File: config.mk
export PLATFORM = sky130hd
export DESIGN_NAME = hsc_config_regs
export DESIGN_NICKNAME = d
export VERILOG_FILES = /design/src/common/hsc_pkg.sv /design/src/verilog/hsc_config_regs.sv /design/src/verilog/hsc_limit_compare.sv
export SDC_FILE = /design/constraint.sdc
export NUM_CORES = 1
export LEC_CHECK = 0
export BUFFER_PORTS_ARGS = -buffer_cell sky130_fd_sc_hd__buf_2
export CAP_MARGIN = 20
export CORE_UTILIZATION = 30
export CTS_CLUSTER_DIAMETER = 120
export DETAILED_ROUTE_END_ITERATION = 10
export SYNTH_ARGS = -nofsm -noshare
export SYNTH_HDL_FRONTEND = slang
export SYNTH_SLANG_ARGS = --single-unit
File: constraint.sdc
create_clock -name clk -period 4.6 [get_ports clk]
set_input_delay 0.92 -clock clk [delete_from_list [all_inputs] [get_ports clk]]
set_output_delay 0.92 -clock clk [all_outputs]
set_load 0.005 [all_outputs]
File: src/common/hsc_pkg.sv
package hsc_pkg;
  // register offsets on the internal register port
  localparam logic [7:0] SETUP_OFFSET = 8'h03;
  localparam logic [7:0] LIMIT_ONE_OFFSET = 8'h04;
  localparam logic [7:0] LIMIT_TWO_OFFSET = 8'h05;
  localparam logic [7:0] LIMIT_THREE_OFFSET = 8'h06;
  // reset values
  localparam logic [7:0] SETUP_RESET = 8'h00;
  localparam logic [7:0] LIMIT_RESET = 8'h00;
  // setup field positions
  localparam int TEMP_RATE_BIT = 7;
  localparam int IRQ_POL_BIT = 6;
  localparam int DIR_BIT = 5;
  localparam int GAIN_CH_BIT = 4;
  localparam int ANGLE_HI_BIT = 3;
  localparam int ANGLE_LO_BIT = 2;
  localparam int XY_RANGE_BIT = 1;
  localparam int Z_RANGE_BIT = 0;
  // angle pair codes
  localparam logic [1:0] PAIR_OFF = 2'h0;
  localparam logic [1:0] PAIR_XY = 2'h1;
  localparam logic [1:0] PAIR_YZ = 2'h2;
  localparam logic [1:0] PAIR_XZ = 2'h3;
  // limit function codes
  localparam logic [1:0] FUNC_NONE = 2'h0;
  localparam logic [1:0] FUNC_ANGLE = 2'h1;
  localparam logic [1:0] FUNC_FIELD = 2'h2;
  localparam logic [1:0] FUNC_MAG = 2'h3;
  // axis codes
  localparam logic [1:0] AXIS_X = 2'h0;
  localparam logic [1:0] AXIS_Y = 2'h1;
  localparam logic [1:0] AXIS_Z = 2'h2;
  typedef enum logic [1:0] {ST_IDLE, ST_CONV} hsc_conv_type;
endpackage

File: src/verilog/hsc_config_regs.sv
`timescale 1ns/1ps
// Operation
// - temp rate picks single or averaged conversion
// - polarity bit sets interrupt pin idle level
// - direction bit flags above or below limit
// - gain bit steers correction to channel
// - angle pair field disables or picks axes
// - one bit selects shared X/Y range
// - separate bit selects Z range
// - limits are 8-bit two's complement values
// - limit one role follows function select
// - limit two role follows function select
// - limit three is Z low or offset
// - function select zero disables all compares
module hsc_config_regs (
  // clock and reset
  input wire logic clk,
  input wire logic rst,
  // register port
  input wire logic regWrite,
  input wire logic regRead,
  input wire logic [7:0] regAddr,
  input wire logic [7:0] regWdata,
  output logic [7:0] regRdata,
  output logic regHit,
  // from neighbouring register and conversion engine
  input wire logic [1:0] limitFunctionSelect,
  input wire logic [3:0] axisChannelEnables,
  input wire logic [2:0] averagingCount,
  input wire logic convStart,
  input wire logic convDone,
  input wire logic signed [7:0] sampleValue,
  input wire logic [1:0] sampleAxis,
  input wire logic sampleValid,
  // applied settings
  output logic tempSingle,
  output logic [2:0] tempAvgCount,
  output logic gainTargetChannel,
  output logic angleEnable,
  output logic [1:0] angleFirstAxis,
  output logic [1:0] angleSecondAxis,
  output logic xyRangeHigh,
  output logic zRangeHigh,
  output logic [1:0] activeFunction,
  output logic signed [7:0] rotationReference,
  output logic signed [7:0] rotationBand,
  output logic signed [7:0] rotationOffset,
  output logic convBusy,
  // interrupt pin
  output logic irqPinN
);
  typedef struct packed {
    logic [7:0] setup;
    logic [7:0] limitOne;
    logic [7:0] limitTwo;
    logic [7:0] limitThree;
    logic [7:0] appSetup;
    logic [7:0] appOne;
    logic [7:0] appTwo;
    logic [7:0] appThree;
    logic [1:0] appFunc;
    logic [3:0] appChan;
    logic [2:0] appAvg;
    hsc_pkg::hsc_conv_type conv;
    logic event_;
    logic pin;
    logic [7:0] rdata;
    logic hit;
  } hsc_state_type;

  hsc_state_type state_ff;
  hsc_state_type nxt_state;
  logic limitHit;
  logic signed [7:0] selLimit;
  logic cmpEnable;
  logic belowDir;

  // field-mode compare: pick the axis low limit for the sample axis
  always_comb begin
    selLimit = state_ff.appOne;
    cmpEnable = 1'b0;
    if (state_ff.appFunc == hsc_pkg::FUNC_FIELD) begin
      cmpEnable = sampleValid && sampleAxis != 2'h3;
      case (sampleAxis)
        hsc_pkg::AXIS_X: selLimit = state_ff.appOne;
        hsc_pkg::AXIS_Y: selLimit = state_ff.appTwo;
        hsc_pkg::AXIS_Z: selLimit = state_ff.appThree;
        default: selLimit = state_ff.appOne;
      endcase
    end else if (state_ff.appFunc == hsc_pkg::FUNC_MAG) begin
      // magnitude: below low limit or above high limit, per direction
      cmpEnable = sampleValid;
      selLimit = state_ff.appSetup[hsc_pkg::DIR_BIT] ?
                 state_ff.appOne : state_ff.appTwo;
    end
  end

  assign belowDir = state_ff.appSetup[hsc_pkg::DIR_BIT];

  hsc_limit_compare u_cmp (
    .sample(sampleValue),
    .limit(selLimit),
    .below(belowDir),
    .enable(cmpEnable),
    .hit(limitHit)
  );

  // register writes, snapshot at conversion start, pin generation
  always_comb begin
    nxt_state = state_ff;
    nxt_state.hit = 1'b0;
    nxt_state.rdata = 8'h00;
    if (regWrite) begin
      case (regAddr)
        hsc_pkg::SETUP_OFFSET: nxt_state.setup = regWdata;
        hsc_pkg::LIMIT_ONE_OFFSET: nxt_state.limitOne = regWdata;
        hsc_pkg::LIMIT_TWO_OFFSET: nxt_state.limitTwo = regWdata;
        hsc_pkg::LIMIT_THREE_OFFSET: nxt_state.limitThree = regWdata;
        default: nxt_state.setup = state_ff.setup;
      endcase
    end
    if (regRead || regWrite) begin
      nxt_state.hit = 1'b1;
      case (regAddr)
        hsc_pkg::SETUP_OFFSET: nxt_state.rdata = state_ff.setup;
        hsc_pkg::LIMIT_ONE_OFFSET: nxt_state.rdata = state_ff.limitOne;
        hsc_pkg::LIMIT_TWO_OFFSET: nxt_state.rdata = state_ff.limitTwo;
        hsc_pkg::LIMIT_THREE_OFFSET: nxt_state.rdata = state_ff.limitThree;
        default: nxt_state.hit = 1'b0;
      endcase
    end
    // snapshot only between conversions so a running one is untouched
    case (state_ff.conv)
      hsc_pkg::ST_IDLE: begin
        if (convStart) begin
          nxt_state.conv = hsc_pkg::ST_CONV;
          nxt_state.appSetup = state_ff.setup;
          nxt_state.appOne = state_ff.limitOne;
          nxt_state.appTwo = state_ff.limitTwo;
          nxt_state.appThree = state_ff.limitThree;
          nxt_state.appFunc = limitFunctionSelect;
          nxt_state.appChan = axisChannelEnables;
          nxt_state.appAvg = averagingCount;
        end
      end
      hsc_pkg::ST_CONV: begin
        if (convDone) begin
          nxt_state.conv = hsc_pkg::ST_IDLE;
        end
      end
      default: nxt_state.conv = hsc_pkg::ST_IDLE;
    endcase
    // event held until the next conversion starts; none when function off
    if (state_ff.appFunc == hsc_pkg::FUNC_NONE) begin
      nxt_state.event_ = 1'b0;
    end else if (limitHit) begin
      nxt_state.event_ = 1'b1;
    end else if (convStart && state_ff.conv == hsc_pkg::ST_IDLE) begin
      nxt_state.event_ = 1'b0;
    end
    // pin level: xnor of event and polarity bit, idle level is the inverse of the polarity bit
    nxt_state.pin = nxt_state.event_ ~^
                    nxt_state.appSetup[hsc_pkg::IRQ_POL_BIT];
    if (rst) begin
      nxt_state = '0;
      nxt_state.setup = hsc_pkg::SETUP_RESET;
      nxt_state.limitOne = hsc_pkg::LIMIT_RESET;
      nxt_state.limitTwo = hsc_pkg::LIMIT_RESET;
      nxt_state.limitThree = hsc_pkg::LIMIT_RESET;
      nxt_state.appSetup = hsc_pkg::SETUP_RESET;
      nxt_state.conv = hsc_pkg::ST_IDLE;
      nxt_state.pin = 1'b1;
    end
  end

  always_ff @(posedge clk) begin
    state_ff <= nxt_state;
  end

  // outputs straight from the state flops
  assign regRdata = state_ff.rdata;
  assign regHit = state_ff.hit;
  assign irqPinN = state_ff.pin;
  assign convBusy = state_ff.conv == hsc_pkg::ST_CONV;
  // single temp conversion only when a magnetic channel is on
  assign tempSingle = !state_ff.appSetup[hsc_pkg::TEMP_RATE_BIT] &&
                      state_ff.appChan != 4'h0;
  assign tempAvgCount = state_ff.appSetup[hsc_pkg::TEMP_RATE_BIT] ?
                        state_ff.appAvg : 3'h0;
  assign gainTargetChannel = state_ff.appSetup[hsc_pkg::GAIN_CH_BIT];
  assign xyRangeHigh = state_ff.appSetup[hsc_pkg::XY_RANGE_BIT];
  assign zRangeHigh = state_ff.appSetup[hsc_pkg::Z_RANGE_BIT];
  assign activeFunction = state_ff.appFunc;

  // angle pair decode
  logic [1:0] pair;
  assign pair = state_ff.appSetup[hsc_pkg::ANGLE_HI_BIT:hsc_pkg::ANGLE_LO_BIT];
  assign angleEnable = pair != hsc_pkg::PAIR_OFF;
  assign angleFirstAxis = (pair == hsc_pkg::PAIR_YZ) ?
                          hsc_pkg::AXIS_Y : hsc_pkg::AXIS_X;
  assign angleSecondAxis = (pair == hsc_pkg::PAIR_XY) ? hsc_pkg::AXIS_Y :
                           (pair == hsc_pkg::PAIR_OFF) ? hsc_pkg::AXIS_X :
                           hsc_pkg::AXIS_Z;
  // angle roles of the limit registers
  assign rotationReference = (state_ff.appFunc == hsc_pkg::FUNC_ANGLE) ?
                             state_ff.appOne : 8'sh00;
  assign rotationBand = (state_ff.appFunc == hsc_pkg::FUNC_ANGLE) ?
                        state_ff.appTwo : 8'sh00;
  assign rotationOffset = (state_ff.appFunc == hsc_pkg::FUNC_ANGLE ||
                           state_ff.appFunc == hsc_pkg::FUNC_MAG) ?
                          state_ff.appThree : 8'sh00;

  property p_reset_pin;
    @(posedge clk) rst |=> irqPinN;
  endproperty
  a_reset_pin: assert property (p_reset_pin) else $error("pin not idle");

  property p_func_off;
    @(posedge clk) disable iff (rst)
      activeFunction == hsc_pkg::FUNC_NONE |=> irqPinN ==
      !state_ff.appSetup[hsc_pkg::IRQ_POL_BIT];
  endproperty
  a_func_off: assert property (p_func_off) else $error("compare active");

  property p_hold_busy;
    @(posedge clk) disable iff (rst)
      convBusy && !convDone |=> $stable(state_ff.appSetup);
  endproperty
  a_hold_busy: assert property (p_hold_busy) else $error("setup changed");

  property p_write_read;
    @(posedge clk) disable iff (rst)
      regWrite && regAddr == hsc_pkg::LIMIT_ONE_OFFSET ##1
      regRead && !regWrite && regAddr == hsc_pkg::LIMIT_ONE_OFFSET
      |=> regRdata == $past(regWdata, 2);
  endproperty
  a_write_read: assert property (p_write_read) else $error("bad readback");
  property p_angle_off;
    @(posedge clk) disable iff (rst) $rose(convBusy) |-> angleEnable !=
      ($past(state_ff.setup[hsc_pkg::ANGLE_HI_BIT:hsc_pkg::ANGLE_LO_BIT]) ==
      hsc_pkg::PAIR_OFF);
  endproperty
  a_angle_off: assert property (p_angle_off) else $error("angle on");

  property p_temp;
    @(posedge clk) disable iff (rst)
      state_ff.appSetup[hsc_pkg::TEMP_RATE_BIT] |-> !tempSingle;
  endproperty
  a_temp: assert property (p_temp) else $error("temp mode");

  property p_ranges;
    @(posedge clk) disable iff (rst) $rose(convBusy) |->
      xyRangeHigh == $past(state_ff.setup[hsc_pkg::XY_RANGE_BIT]) &&
      zRangeHigh == $past(state_ff.setup[hsc_pkg::Z_RANGE_BIT]);
  endproperty
  a_ranges: assert property (p_ranges) else $error("range not applied");

  property p_gain;
    @(posedge clk) disable iff (rst) $rose(convBusy) |->
      gainTargetChannel == $past(state_ff.setup[hsc_pkg::GAIN_CH_BIT]);
  endproperty
  a_gain: assert property (p_gain) else $error("gain not applied");
endmodule

File: src/verilog/hsc_limit_compare.sv
`timescale 1ns/1ps
module hsc_limit_compare (
  // operands
  input wire logic signed [7:0] sample,
  input wire logic signed [7:0] limit,
  // control
  input wire logic below,
  input wire logic enable,
  // result
  output logic hit
);
  // strict compare; equality never flags, which avoids chatter at the limit
  always_comb begin
    if (!enable) begin
      hit = 1'b0;
    end else if (below) begin
      hit = sample < limit;
    end else begin
      hit = sample > limit;
    end
  end
endmodule

Word-level counts from Yosys, hierarchy flattened. Index checks and enable logic that the tools add are counted. Widths: inputs -> output; s select.

Order comparisons: 2. Equality and inequality tests: 15. Muxes and demuxes: 24. Bitwise logic cells: 2. Reductions and logical operators: 19.

Operators by type and width (number): $mux 8 (6); $mux 42 (1); $mux 40 (1); $pmux 8 s4 (1); $eq 8x3->1 const B (3); $pmux 8 s2 (1); $reduce_and 2->1 (6); $mux 1 (9); $eq 2x1->1 const B (4); $eq 2x2->1 const B (4); $eq 8x2->1 const B (1); $gt 8x8->1 (1); $lt 8x8->1 (1); $logic_not 2->1 (3); $mux 2 (3); $ne 2x2->1 const B (3); $pmux 2 s2 (1); $reduce_bool 4->1 (1); $reduce_or 4->1 (1); $logic_and 1x1->1 (3); $mux 3 (1); $logic_or 1x1->1 (2); $reduce_bool 2->1 (1); $reduce_or 2->1 (1); 3 further kinds (3).

Flip-flop bits (word level): 86. Input bits: 42. Output and inout port bits: 49. Logic and storage cells: 79.

Longest topological paths before layout. Gate-level depths: netlist of the first run.

Word-level depth: 9. Mapped depth: 13. Depth with buffers taken out: 12.

By module. Synthesis of the first run repeated with hierarchy kept, for this count alone.

Cell total of the unflattened synthesis: 499. Area, all modules: 4234.1 um2.

By module, submodules not included: hsc_config_regs (instances 1, cells each 464, area each 3978.8 um2, seq. area each 1701.6 um2); hsc_limit_compare (instances 1, cells each 35, area each 255.2 um2, seq. area each 0.0 um2).

Least setup slack after synthesis of the first run. OpenSTA, ideal clock, no wires.

Path kind: input-to-reg. Start: input sampleAxis[0]. End: register state_ff, in the netlist irqPinN. Setup time: 130 ps. Arrival time: 3116 ps. Data required time: 4470 ps. Setup slack: 1354 ps. Stages on the path: 13. Buffers on the path: 1. Path through: inv_1 ha_1 clkbuf_1 a221o_1 nand2_1 nand2_1 a221oi_1 ha_1 nand4_1 nor2_1 o41ai_1 o2111a_1 nor3_1.

Word-level cells in the longest chain between the ends: 9.

RTL lines: from (decl) (RTL line hsc_config_regs.sv:33) `input wire logic [1:0] sampleAxis,`; $eq 2x2->1 or $eq 2x1->1 (tied branches) (RTL line hsc_config_regs.sv:84) `case (sampleAxis)`; $pmux 8 s2 (RTL line hsc_config_regs.sv:84); $mux 8 (RTL line hsc_config_regs.sv:82) `if (state_ff.appFunc == hsc_pkg::FUNC_FIELD) begin`; $gt 8x8->1 or $lt 8x8->1 (tied branches) (RTL line hsc_limit_compare.sv:19, hsc_limit_compare.sv:17); $mux 1 (RTL line hsc_limit_compare.sv:16) `end else if (below) begin`; $mux 1 (*) (RTL line hsc_limit_compare.sv:14) `if (!enable) begin`; $mux 1 (*) (RTL line hsc_config_regs.sv:156) `end else if (limitHit) begin`; $mux 1 (*) (RTL line hsc_config_regs.sv:154) `if (state_ff.appFunc == hsc_pkg::FUNC_NONE) begin`; $xnor 1x1->1 (*) (RTL line hsc_config_regs.sv:162) `nxt_state.pin = nxt_state.event_ ~^`; to (signal assigned) (RTL line hsc_config_regs.sv:177) `state_ff <= nxt_state;`; to (decl) (RTL line hsc_config_regs.sv:71) `hsc_state_type state_ff;`.

Mark *: on every way between the ends. The rest lies on a longest branch, timed or not. A chain may end at the register's enable or synchronous reset.

Worst setup path in the final report of the first run.
Start: register state_ff, in the netlist activeFunction[1]. End: register state_ff, in the netlist irqPinN.

Word-level cells in the longest chain between the ends: 9.

RTL lines: $eq 2x2->1 (RTL line hsc_config_regs.sv:90) `end else if (state_ff.appFunc == hsc_pkg::FUNC_MAG) begin`; $mux 8 (RTL line hsc_config_regs.sv:90); $mux 8 (RTL line hsc_config_regs.sv:82); $gt 8x8->1 or $lt 8x8->1 (tied branches) (RTL line hsc_limit_compare.sv:19, hsc_limit_compare.sv:17); $mux 1 (RTL line hsc_limit_compare.sv:16); $mux 1 (RTL line hsc_limit_compare.sv:14); $mux 1 (RTL line hsc_config_regs.sv:156); $mux 1 (*) (RTL line hsc_config_regs.sv:154); $xnor 1x1->1 (*) (RTL line hsc_config_regs.sv:162).

Marked as above.

==> results.yml, run 1 <==
outcome:
  status: "complete, no violations"
setup_path:
  cp.required_ns: 4.81
  cp_max_fo: 8
  cpMaxStageDelayCell: "a2111oi_0"
  r2r_slack_ns: 1.22
  worstSetupStartpointType: "flop"
  timing.rr.start: "activeFunction[1]$_SDFFE_PP0P_"
  path_class: "reg -> reg"
  cp_slowest_stage_delay_ns: 0.55
  ff2ff_path_depth: 10
  cp.arrival_ns: 3.58
  path_cells: "nor2b_1 > nand2b_1 > a21boi_0 > o221ai_1 > ha_1 > nand4_1 > nand4_1 > o21ai_0 > a2111oi_0 > nor3_1"
  r2r_end: "irqPinN$_SDFF_PP1_"
  crit_path_end_kind: "flop"
  cp_common_cell: "nand4_1"
sta:
  holdWs_ns: 0.4489
  slew_headroom_pct: 45.02
  setup_tns_ns: 0
  period_needed_ns: 3.379
  report.final.slew_viol_count: 0
  grt_setup_unrepaired: "false"
  skew_ns: 0.007451
  finalHoldViolCount: 0
  setup_viol: 0
  fin_crit_sh_pct: 73.45
  worstMarginPinSlew_ns: 0.8225
  max_freq_ghz: 0.2960
placed_design:
  place_hpwl_mm: 8.298
  dp_cells: 720
  place_congestion: 0.8601
  portBuffers: 89
route:
  drt-total-wl_mm: 11.23
  drt_pass1_iterations: 4
  ant_nets: 0
  drt_iter0_drc: 254
  vias: 3582
  viasPerCell: 4.867
  drc: 0
  routedWlPerCell_um: 15.26
cells_and_area:
  diodes: 0
  final_util_pct: 36.76
  fillers: 1355
  final_layout_size_suffix_gt1_share_pct: 20.89
  fin_cells: 736
  area_growth_pct: 19.86
  nNetsFinal: 608
logic_synthesis:
  synth_most_common_cell: "nand2_1"
  yosysSeqAreaShare_pct: 42.07
  ys_ff_latch: 85
  synth_nets: 547
  syn_inst: 494
  syn_area_um2: 4045
  async_flop_share_pct: 0
  ys_types: 45
  synth_area_leader_cell: "dfxtp_1"
  synth_top_cell_area_share_pct: 42.07
  synth_common_cells: "nand2_1 (110), dfxtp_1 (85), a21oi_1 (59)"
  yosys_warnings: 0
  syn_area_per_cell_um2: 8.189
  synth_flop_cell: "dfxtp_1"
  synth.area.top_cells: "dfxtp_1 (42%), nand2_1 (10%), a21oi_1 (7.3%)"
  synth_edf_count: 0
die:
  dieArea_um2: 13950
  pin_count: 91
  start_util_pct: 30.67
  die_y_um: 118.1
  rows: 42
  core_um2: 13190
  die_x_um: 118.1
hold_path:
  hold_path_class: "reg -> reg"
  hold_depth: 2
  whs_endpoint: "state_ff[14]$_SDFFE_PP0P_"
  worstHoldStart: "state_ff[14]$_SDFFE_PP0P_"
global_route:
  overflow: 0
  grt_pass1_wl_mm: 18.25
  grt_pass1_vias: 3398
  grt_max_degree: 79
  antenna_found_initial: 0
  grt_usage_pct: 16.61
cts:
  cts_tree: "built"
  clock_latency_ns: 0.34
  htree_levels: 3
  holdBufCountCts: 0
  cts_root_buf: "clkbuf_16"
  cts.sinks: 85
  post-cts-setup-buffer-count: 0
  clk_pin_slew_ns: 0.06
  numCtsBuffers: 9
  ctsResizeCount: 0
  clock_path_buffers: 2
flow_run:
  maxCapViolations: 0
power_and_ir_drop:
  leakage_nw: 1.971
  ir_worst_vdd_mv: 0.1882
  p_per_area_nw_per_um2: 339.6
  total_power_w: 0.001647
[flip-flops by register name, summed over array words and instances (netlist names), 2 cells and up]
name / flops
activeFunction: 2
pair: 2
regRdata: 8
state_ff: 67
[cells in the final DEF (no fill, tap or decap), drive strengths merged, types with 8 or more instances in the layout]
cell type / instances
inv: 9
a21oi: 59
buf: 94
nand3: 9
ha: 11
a22o: 8
mux2i: 25
and2: 27
nand2: 110
dfxtp: 85
clkbuf: 12
nor2b: 8
nor2: 38
[power breakdown]
| part | total [W] | internal [W] | leakage [nW] | switching, W |
|---|---|---|---|---|
| Sequential | 0.000749 | 0.000743 | 0.686 | 0.00000597 |
| Clock | 0.000769 | 0.000467 | 0.151 | 0.000302 |
| Combinational | 0.000128 | 0.0000459 | 1.13 | 0.0000825 |
[metrics by stage]
| stage | setup slack, ns | instance area (um^2) |
|---|---|---|
| 3_3_place_gp | 1.147 | 4528 |
| 6_report | 1.221 | 4848 |
| 3_5_place_dp | 0.9836 | 4528 |
| 4_1_cts | 1.322 | 4848 |
| 2_1_floorplan | 1.354 | 4045 |
| 5_1_grt | 0.9216 | 4848 |
[routing by layer]
metal  GRT usage [%]  share of wire, %
met1           21.19                47
met2           26.84                46
met3           3.973               4.3
met4           6.651               2.4
met5               0                 0
[kinds of logic after synthesis]
group           count (synthesis)  synth area share (%)
buf+inv                        52                 6.248
compound gates                101                 16.21
other cells                     1               0.09270
fa+ha+maj                      11                 3.402
flops                          85                 42.07
xor+xnor                        1                0.2166
simple gates                  218                 25.58
mux                            25                 6.186
[worst max path at each step]
stage	cells after the start	to	startpoint
finish	10	irqPinN$_SDFF_PP1_	activeFunction[1]$_SDFFE_PP0P_
global placement	13	irqPinN$_SDFF_PP1_	sampleAxis[0]
CTS	10	irqPinN$_SDFF_PP1_	activeFunction[1]$_SDFFE_PP0P_
detailed placement	11	irqPinN$_SDFF_PP1_	sampleAxis[0]
global route	10	irqPinN$_SDFF_PP1_	activeFunction[1]$_SDFFE_PP0P_
floorplan	13	irqPinN$_SDFF_PP1_	sampleAxis[0]
[final cells by class]
type	instances	area, um^2	share of cell area, %
clock buffer	12	266.5	5.497
sequential	85	1702	35.10
tap	176	220.2	4.542
clock inverter	4	53.80	1.110
timing repair buffer	94	483.0	9.961
multi-input combinational	357	2093	43.17
inverter	8	30.03	0.6194
[worst max-delay path: cells and delay by family (launching register included)]
family | cells | cell delay, ns
adder cells (fa/ha/maj) | 1 | 0.40
AND/OR/NAND/NOR | 5 | 1.03
flip-flops | 1 | 0.46
AO/OA/AOI/OAI | 4 | 1.37
(Power assumes the default switching activity.)
==> run 2: changes to the inputs <==
--- a/config.mk
+++ b/config.mk
@@ -5,6 +5,7 @@
 export SDC_FILE = /design/constraint.sdc
 export NUM_CORES = 1
 export LEC_CHECK = 0
+export ABC_AREA = 1
 export BUFFER_PORTS_ARGS = -buffer_cell sky130_fd_sc_hd__buf_2
 export CAP_MARGIN = 20
 export CORE_UTILIZATION = 30
==> constraint.sdc (replaced) <==
create_clock -name clk -period 3 [get_ports clk]
set_input_delay 0.6 -clock clk [delete_from_list [all_inputs] [get_ports clk]]
set_output_delay 0.6 -clock clk [all_outputs]
set_load 0.005 [all_outputs]
==> run 2 against run 1 <==
Compared with the run above: synthesized cell count up 8.7%; clock skew up 0.0011 ns; clock-buffer cell count down 3; combinational power up 140%; worst setup slack worse by 0.85 ns; non-clock buffer count up 3; first-iteration DRC count up 1.2%; routed wire length down 1.1%.
==> results.yml, run 2 <==
cells_and_area:
  diodes: 0
  mostFrequentLayoutCells: "inv_1 (92), buf_2 (89), dfxtp_1 (85)"
  largest_register_ffs: 67
  regMostFlops: "state_ff"
  nNetsFinal: 660
  final_layout_size_suffix_gt1_share_pct: 20.75
  final_common_cell: "inv_1"
  final_cell_area_um2: 4788
  area_growth_pct: 20.61
logic_synthesis:
  synth_flop_cell: "dfxtp_1"
  syn_inst: 537
  synth_nets: 590
  synth_top_cell_area_share_pct: 42.86
  syn_area_um2: 3970
  syn_area_per_cell_um2: 7.393
  synth_common_cells: "inv_1 (92), dfxtp_1 (85), a21oi_1 (79), o21ai_0 (79), nor2_1 (52)"
  synth_edf_count: 0
  synth.area.top_cells: "dfxtp_1 (43%), a21oi_1 (10%), o21ai_0 (10%)"
  yosys_warnings: 0
  synth_area_leader_cell: "dfxtp_1"
  async_flop_share_pct: 0
  ys_ff_latch: 85
  synth_most_common_cell: "inv_1"
  ys_types: 34
  yosysSeqAreaShare_pct: 42.86
setup_path:
  cp.arrival_ns: 2.85
  worstSetupStartpointType: "input port"
  crit_path_end_kind: "flop"
  cp.required_ns: 3.22
  cp_max_fo: 15
  path_class: "in -> reg"
global_route:
  grt_pass1_wl_mm: 17.59
  grt_max_degree: 50
  overflow: 0
  antenna_found_initial: 0
  grt_pass1_vias: 3507
  grt_usage_pct: 16.74
hold_path:
  hold_path_class: "reg -> reg"
power_and_ir_drop:
  leakage_nw: 2.127
  p_comb_share_pct: 11.7
  p_int_w: 0.001942
  ir_worst_vdd_mv: 0.2816
  sw_frac_of_total_pct: 26.08
  seq_power_share_pct: 46.0
  clkPwrFrac_pct: 42.2
  power_switching_w: 0.0006854
  p_per_area_nw_per_um2: 548.8
route:
  vias: 3783
  drt-total-wl_mm: 11.11
  ant_nets: 0
  viasPerCell: 4.825
  drc: 0
  drt_pass1_iterations: 4
  routedWlPerCell_um: 14.17
  drt_iter0_drc: 257
die:
  rows: 41
  pin_count: 91
  start_util_pct: 31.08
  dieArea_um2: 13700
  core_um2: 12770
  die_y_um: 117.0
  die_x_um: 117.0
placed_design:
  post-place-ws_ns: -0.1380
  place_hpwl_mm: 8.343
  place_area_um2: 4487
  place_congestion: 0.8058
  portBuffers: 89
cts:
  clock_latency_ns: 0.33
  numCtsBuffers: 9
  cts.sinks: 85
  cts_root_buf: "clkbuf_16"
  post-cts-setup-buffer-count: 0
  clock_path_buffers: 2
  cts_tree: "built"
  clk_pin_slew_ns: 0.06
  htree_levels: 3
sta:
  setup_viol: 0
  fin_ws_ns: 0.3686
  worstMarginPinSlew_ns: 0.6352
  skew_ns: 0.008529
  max_freq_ghz: 0.3800
  slew_headroom_pct: 57.37
  report.final.slew_viol_count: 0
  fin_crit_sh_pct: 87.71
  finalHoldViolCount: 0
  period_needed_ns: 2.631
  grt_setup_unrepaired: "false"
flow_run:
  maxCapViolations: 0
outcome:
  status: "complete, no violations"
## run 2: cell count changes in the layout (fill, tap and decap cells not counted), moves of 13 or more
cell     before  now
o21ai_0       2   79
mux2i_1      25    0
a21oi_1      59   79
inv_1         8   92
nor2_1       38   51
and2_1       27    0
nand2_1     110   41
## run 2: per-layer routing
| layer | GRT usage (%) | vias to the layer above | part of all wire, % |
|---|---|---|---|
| met1 | 23.05 | 1747 | 50 |
| met5 | 0 | - | 0 |
| li1 | - | 1910 | - |
| met3 | 3.450 | 12 | 5.7 |
| met4 | 5.654 | 0 | 1.7 |
| met2 | 26.07 | 114 | 43 |
## run 2: repair_timing
action / CTS / global route
endpoints found under the hold margin: 0 / 0
hold buffers: 0 / 0
setup endpoints to repair: 0 / 1
gates resized for setup: 0 / 1
## run 2: stage by stage
| stage | TNS (ns) | power (W) | std cells | hold slack, ns | util [%] |
|---|---|---|---|---|---|
| after global placement | -0.05705 | 0.001535 | 768 | 0.4611 | 35.13 |
| after CTS | 0 | 0.002644 | 784 | 0.4718 | 37.47 |
| after floorplan | 0 | 0.001422 | 537 | 0.4410 | - |
| final | 0 | 0.002628 | 784 | 0.4774 | 37.49 |
| after detailed placement | -0.1921 | 0.001542 | 768 | 0.4606 | 35.13 |
| after global routing | 0 | 0.002759 | 784 | 0.4943 | 37.49 |
## run 2: cell families after synthesis
| family | count (synthesis) | synth area share [%] |
|---|---|---|
| AO/OA/AOI/OAI | 191 | 26.60 |
| adder cells (fa/ha/maj) | 11 | 3.467 |
| buffers and inverters | 132 | 14.21 |
| flip-flops | 85 | 42.86 |
| other | 1 | 0.09446 |
| AND/OR/NAND/NOR | 117 | 12.76 |
## run 2: final cells by class
| type | instances | area (um^2) |
|---|---|---|
| Sequential cell | 85 | 1702 |
| Tap cell | 172 | 215.2 |
| Multi-Input combinational cell | 320 | 1714 |
| Clock buffer | 9 | 225.2 |
| Inverter | 94 | 352.8 |
| Clock inverter | 7 | 73.82 |
| Timing Repair Buffer | 97 | 505.5 |
| Fill cell | 1372 | 7985 |
## run 2: path summary, 6_finish.rpt
kind | slack (ns) | end | from | cells after the start
max reg2reg | 0.49 | irqPinN$_SDFF_PP1_ | activeFunction[0]$_SDFFE_PP0P_ | 20
max | 0.37 | irqPinN$_SDFF_PP1_ | sampleAxis[0] | 20
min | 0.48 | state_ff[41]$_SDFFE_PP0P_ | state_ff[73]$_SDFFE_PP0P_ | 2
min reg2reg | 0.48 | state_ff[41]$_SDFFE_PP0P_ | state_ff[73]$_SDFFE_PP0P_ | 2
## run 2: worst max-delay path, cell delays in order
cell and delay, ns:
buf_2 0.11, inv_1 0.05, ha_2 0.48, a21oi_1 0.07
a221oi_1 0.30, a211oi_1 0.08, ha_1 0.28, nand2_1 0.06
nor2_1 0.14, nand2_1 0.09, nand2_1 0.06, nand2_1 0.06
nand3_1 0.06, nand2_1 0.05, inv_1 0.05, nand2_1 0.04
nand2_1 0.06, nand2_1 0.07, nand2_1 0.06, nand3_1 0.06
## run 2: power by group through the flow
stage	sequential, W	clock [W]	combinational (W)
finish	0.00121	0.00111	0.000308
global route	0.00121	0.00119	0.000358
CTS	0.00121	0.00112	0.000311
detailed placement	0.00123	0	0.000308
global placement	0.00123	0	0.000303
floorplan	0.00122	0	0.000204
==> run 3: changes to the inputs <==
--- a/config.mk
+++ b/config.mk
@@ -13,4 +13,5 @@
 export DETAILED_ROUTE_END_ITERATION = 10
 export SYNTH_ARGS = -nofsm -noshare
 export SYNTH_HDL_FRONTEND = slang
+export SYNTH_HIERARCHICAL = 1
 export SYNTH_SLANG_ARGS = --single-unit
==> run 3 against run 2 <==
Compared with the run above: critical path depth grew 1; highest routed layer unchanged; clock power increased by 23%; worst hold slack improved by 0.0055 ns; total power grew 12%; global-route usage fell by 0.23 points; utilization shrank 0.073 points; routed wire length increased by 7.8%; synthesized cell count rose by 20%; cell count up 15%; non-clock buffer count increased by 2; largest cell class unchanged.
==> results.yml, run 3 <==
die:
  dieArea_um2: 15160
  rows: 43
  start_util_pct: 31.24
  core_um2: 14100
  pin_count: 91
  die_x_um: 123.1
  die_y_um: 123.1
logic_synthesis:
  synth_most_common_cell: "nand2_1"
  synth_fa_ha_area_share_pct: 3.126
  synth_flop_cell: "dfxtp_1"
  synth_common_cells: "nand2_1 (131), nor2_1 (126), dfxtp_1 (85)"
  async_flop_share_pct: 0
  synth_top_cell_area_share_pct: 38.65
  ys_types: 29
  synth_area_leader_cell: "dfxtp_1"
  synth-compound-area-share_pct: 13.19
  syn_area_um2: 4403
  yosys_warnings: 6
  synth_mux_area_share_pct: 0
  synth.area.top_cells: "dfxtp_1 (39%), nand2_1 (11%), nor2_1 (11%)"
  synthXorXnorAreaFrac_pct: 0
  yosysSeqAreaShare_pct: 38.65
  syn_inst: 647
  synth_nets: 700
  synth_top_family_by_area: "simple AND/OR/NAND/NOR gates"
  synth_edf_count: 0
  syn_area_per_cell_um2: 6.805
  ys_ff_latch: 85
  yosys.area_share.simple_pct: 32.88
cts:
  cts.sinks: 85
  clk_pin_slew_ns: 0.06
  clock_latency_ns: 0.34
  cts_root_buf: "clkbuf_16"
  htree_levels: 3
  numCtsBuffers: 9
  cts_tree: "built"
  clock_path_buffers: 2
  holdBufCountCts: 0
setup_path:
  path_cells: "buf_2 > inv_1 > ha_1 > a21oi_1 > o21ai_0 > nand2_1 > inv_1 > ha_1 > a21o_1 > nor2_2 > nand2_1 > nand2_1 > nand3_1 > nand2_1 > inv_1 > nor2_2 > inv_1 > nand2_1 > nand3_1 > inv_1 > o21ai_1"
  cp_slowest_stage_delay_ns: 0.47
  cp.required_ns: 3.23
  path_class: "in -> reg"
  cp_max_fo: 15
  crit_path_end_kind: "flop"
  path_buf_inv: 6
  cpMaxStageDelayCell: "ha_1"
  worstSetupStartpointType: "input port"
  cp.arrival_ns: 2.93
  crit_family: "adder cells"
global_route:
  antenna_found_initial: 0
  grt_usage_pct: 16.51
  grt_max_degree: 39
  grt_pass1_vias: 3633
  grt_pass1_wl_mm: 18.97
  overflow: 0
cells_and_area:
  final_layout_size_suffix_gt1_share_pct: 20.33
  area_growth_pct: 19.78
  nNetsFinal: 766
  mostFrequentLayoutCells: "nand2_1 (129), nor2_1 (126), buf_2 (89)"
  largest_register_ffs: 67
  regMostFlops: "state_ff"
  diodes: 0
  final_common_cell: "nand2_1"
power_and_ir_drop:
  leakage_nw: 2.598
  p_per_area_nw_per_um2: 556.4
  total_power_w: 0.002934
  ir_worst_vdd_mv: 0.3101
sta:
  fin_ws_ns: 0.2981
  grt_setup_unrepaired: "false"
  finalHoldViolCount: 0
  max_freq_ghz: 0.3701
  report.final.slew_viol_count: 0
  slew_headroom_pct: 60.45
  period_needed_ns: 2.702
  worstMarginPinSlew_ns: 0.5893
  setup_viol: 0
  setup_tns_ns: 0
  fin_crit_sh_pct: 90.06
  skew_ns: 0.007728
placed_design:
  place_congestion: 0.8654
  post-place-ws_ns: -0.01540
  place_hpwl_mm: 8.777
  portBuffers: 89
route:
  drt-total-wl_mm: 11.97
  ant_nets: 0
  drc: 0
  vias: 4195
  drt_iter0_drc: 305
  routedWlPerCell_um: 13.33
  viasPerCell: 4.671
  drt_pass1_iterations: 5
outcome:
  status: "complete, no violations"
flow_run:
  maxCapViolations: 0
hold_path:
  hold_path_class: "reg -> reg"
## run 3: what timing repair did
action	4_1_cts	5_1_grt
buffers inserted	0	1
resized for setup	0	1
endpoints found under the setup margin	0	1
hold endpoints to repair	0	0
## run 3: final timing paths
path,cells past startpoint,endpoint,slack [ns],from
max reg2reg,20,irqPinN$_SDFF_PP1_,0.53,activeFunction[0]$_SDFFE_PP0P_
max,21,irqPinN$_SDFF_PP1_,0.30,sampleAxis[0]
min,2,state_ff[13]$_SDFFE_PP0P_,0.48,state_ff[13]$_SDFFE_PP0P_
min reg2reg,2,state_ff[13]$_SDFFE_PP0P_,0.48,state_ff[13]$_SDFFE_PP0P_
## run 3: metrics by stage
stage | instances | area, um^2 | hold slack (ns) | utilization (%)
floorplan | 647 | 4403 | 0.4543 | -
CTS | 897 | 5251 | 0.4868 | 37.25
global route | 898 | 5274 | 0.5007 | 37.41
global placement | 881 | 4878 | 0.4613 | 34.61
detailed placement | 881 | 4878 | 0.4721 | 34.61
finish | 898 | 5274 | 0.4830 | 37.41
## run 3: power by group
part           internal, W  switching, W  leakage [nW]
combinational     0.000133      0.000237          1.72
clock             0.000920      0.000446         0.183
sequential         0.00117     0.0000270         0.693
## run 3: tightest hold or removal path, cell delays in order, from the launching register on
cell     delay, ns
dfxtp_1       0.32
nor2_1        0.04
nor2_1        0.08
## run 3: cells by family (layout without fill, tap and decap cells)
family	count (synthesis)	after routing
AOI/OAI and AO/OA	111	111
adders and majority gates	11	11
buffers and inverters	115	186
DFF	85	85
other	1	1
and+or+nand+nor	324	324
## run 3: layout make-up
cell class                 count  area (um^2)
fill                        1557         8822
multi-input combinational    447         2175
sequential                    85         1702
timing repair buffer          99        533.0
inverter                      71        266.5
clock buffer                  10        239.0
tap                          180        225.2
clock inverter                 6        133.9
## run 3: routing by layer
layer	up-vias	wire [um]	track usage, %
met3	12	794	2.814
met5	-	0	0
met2	137	5286	25.24
met4	0	176	5.723
met1	1876	5711	23.28
li1	2170	-	-
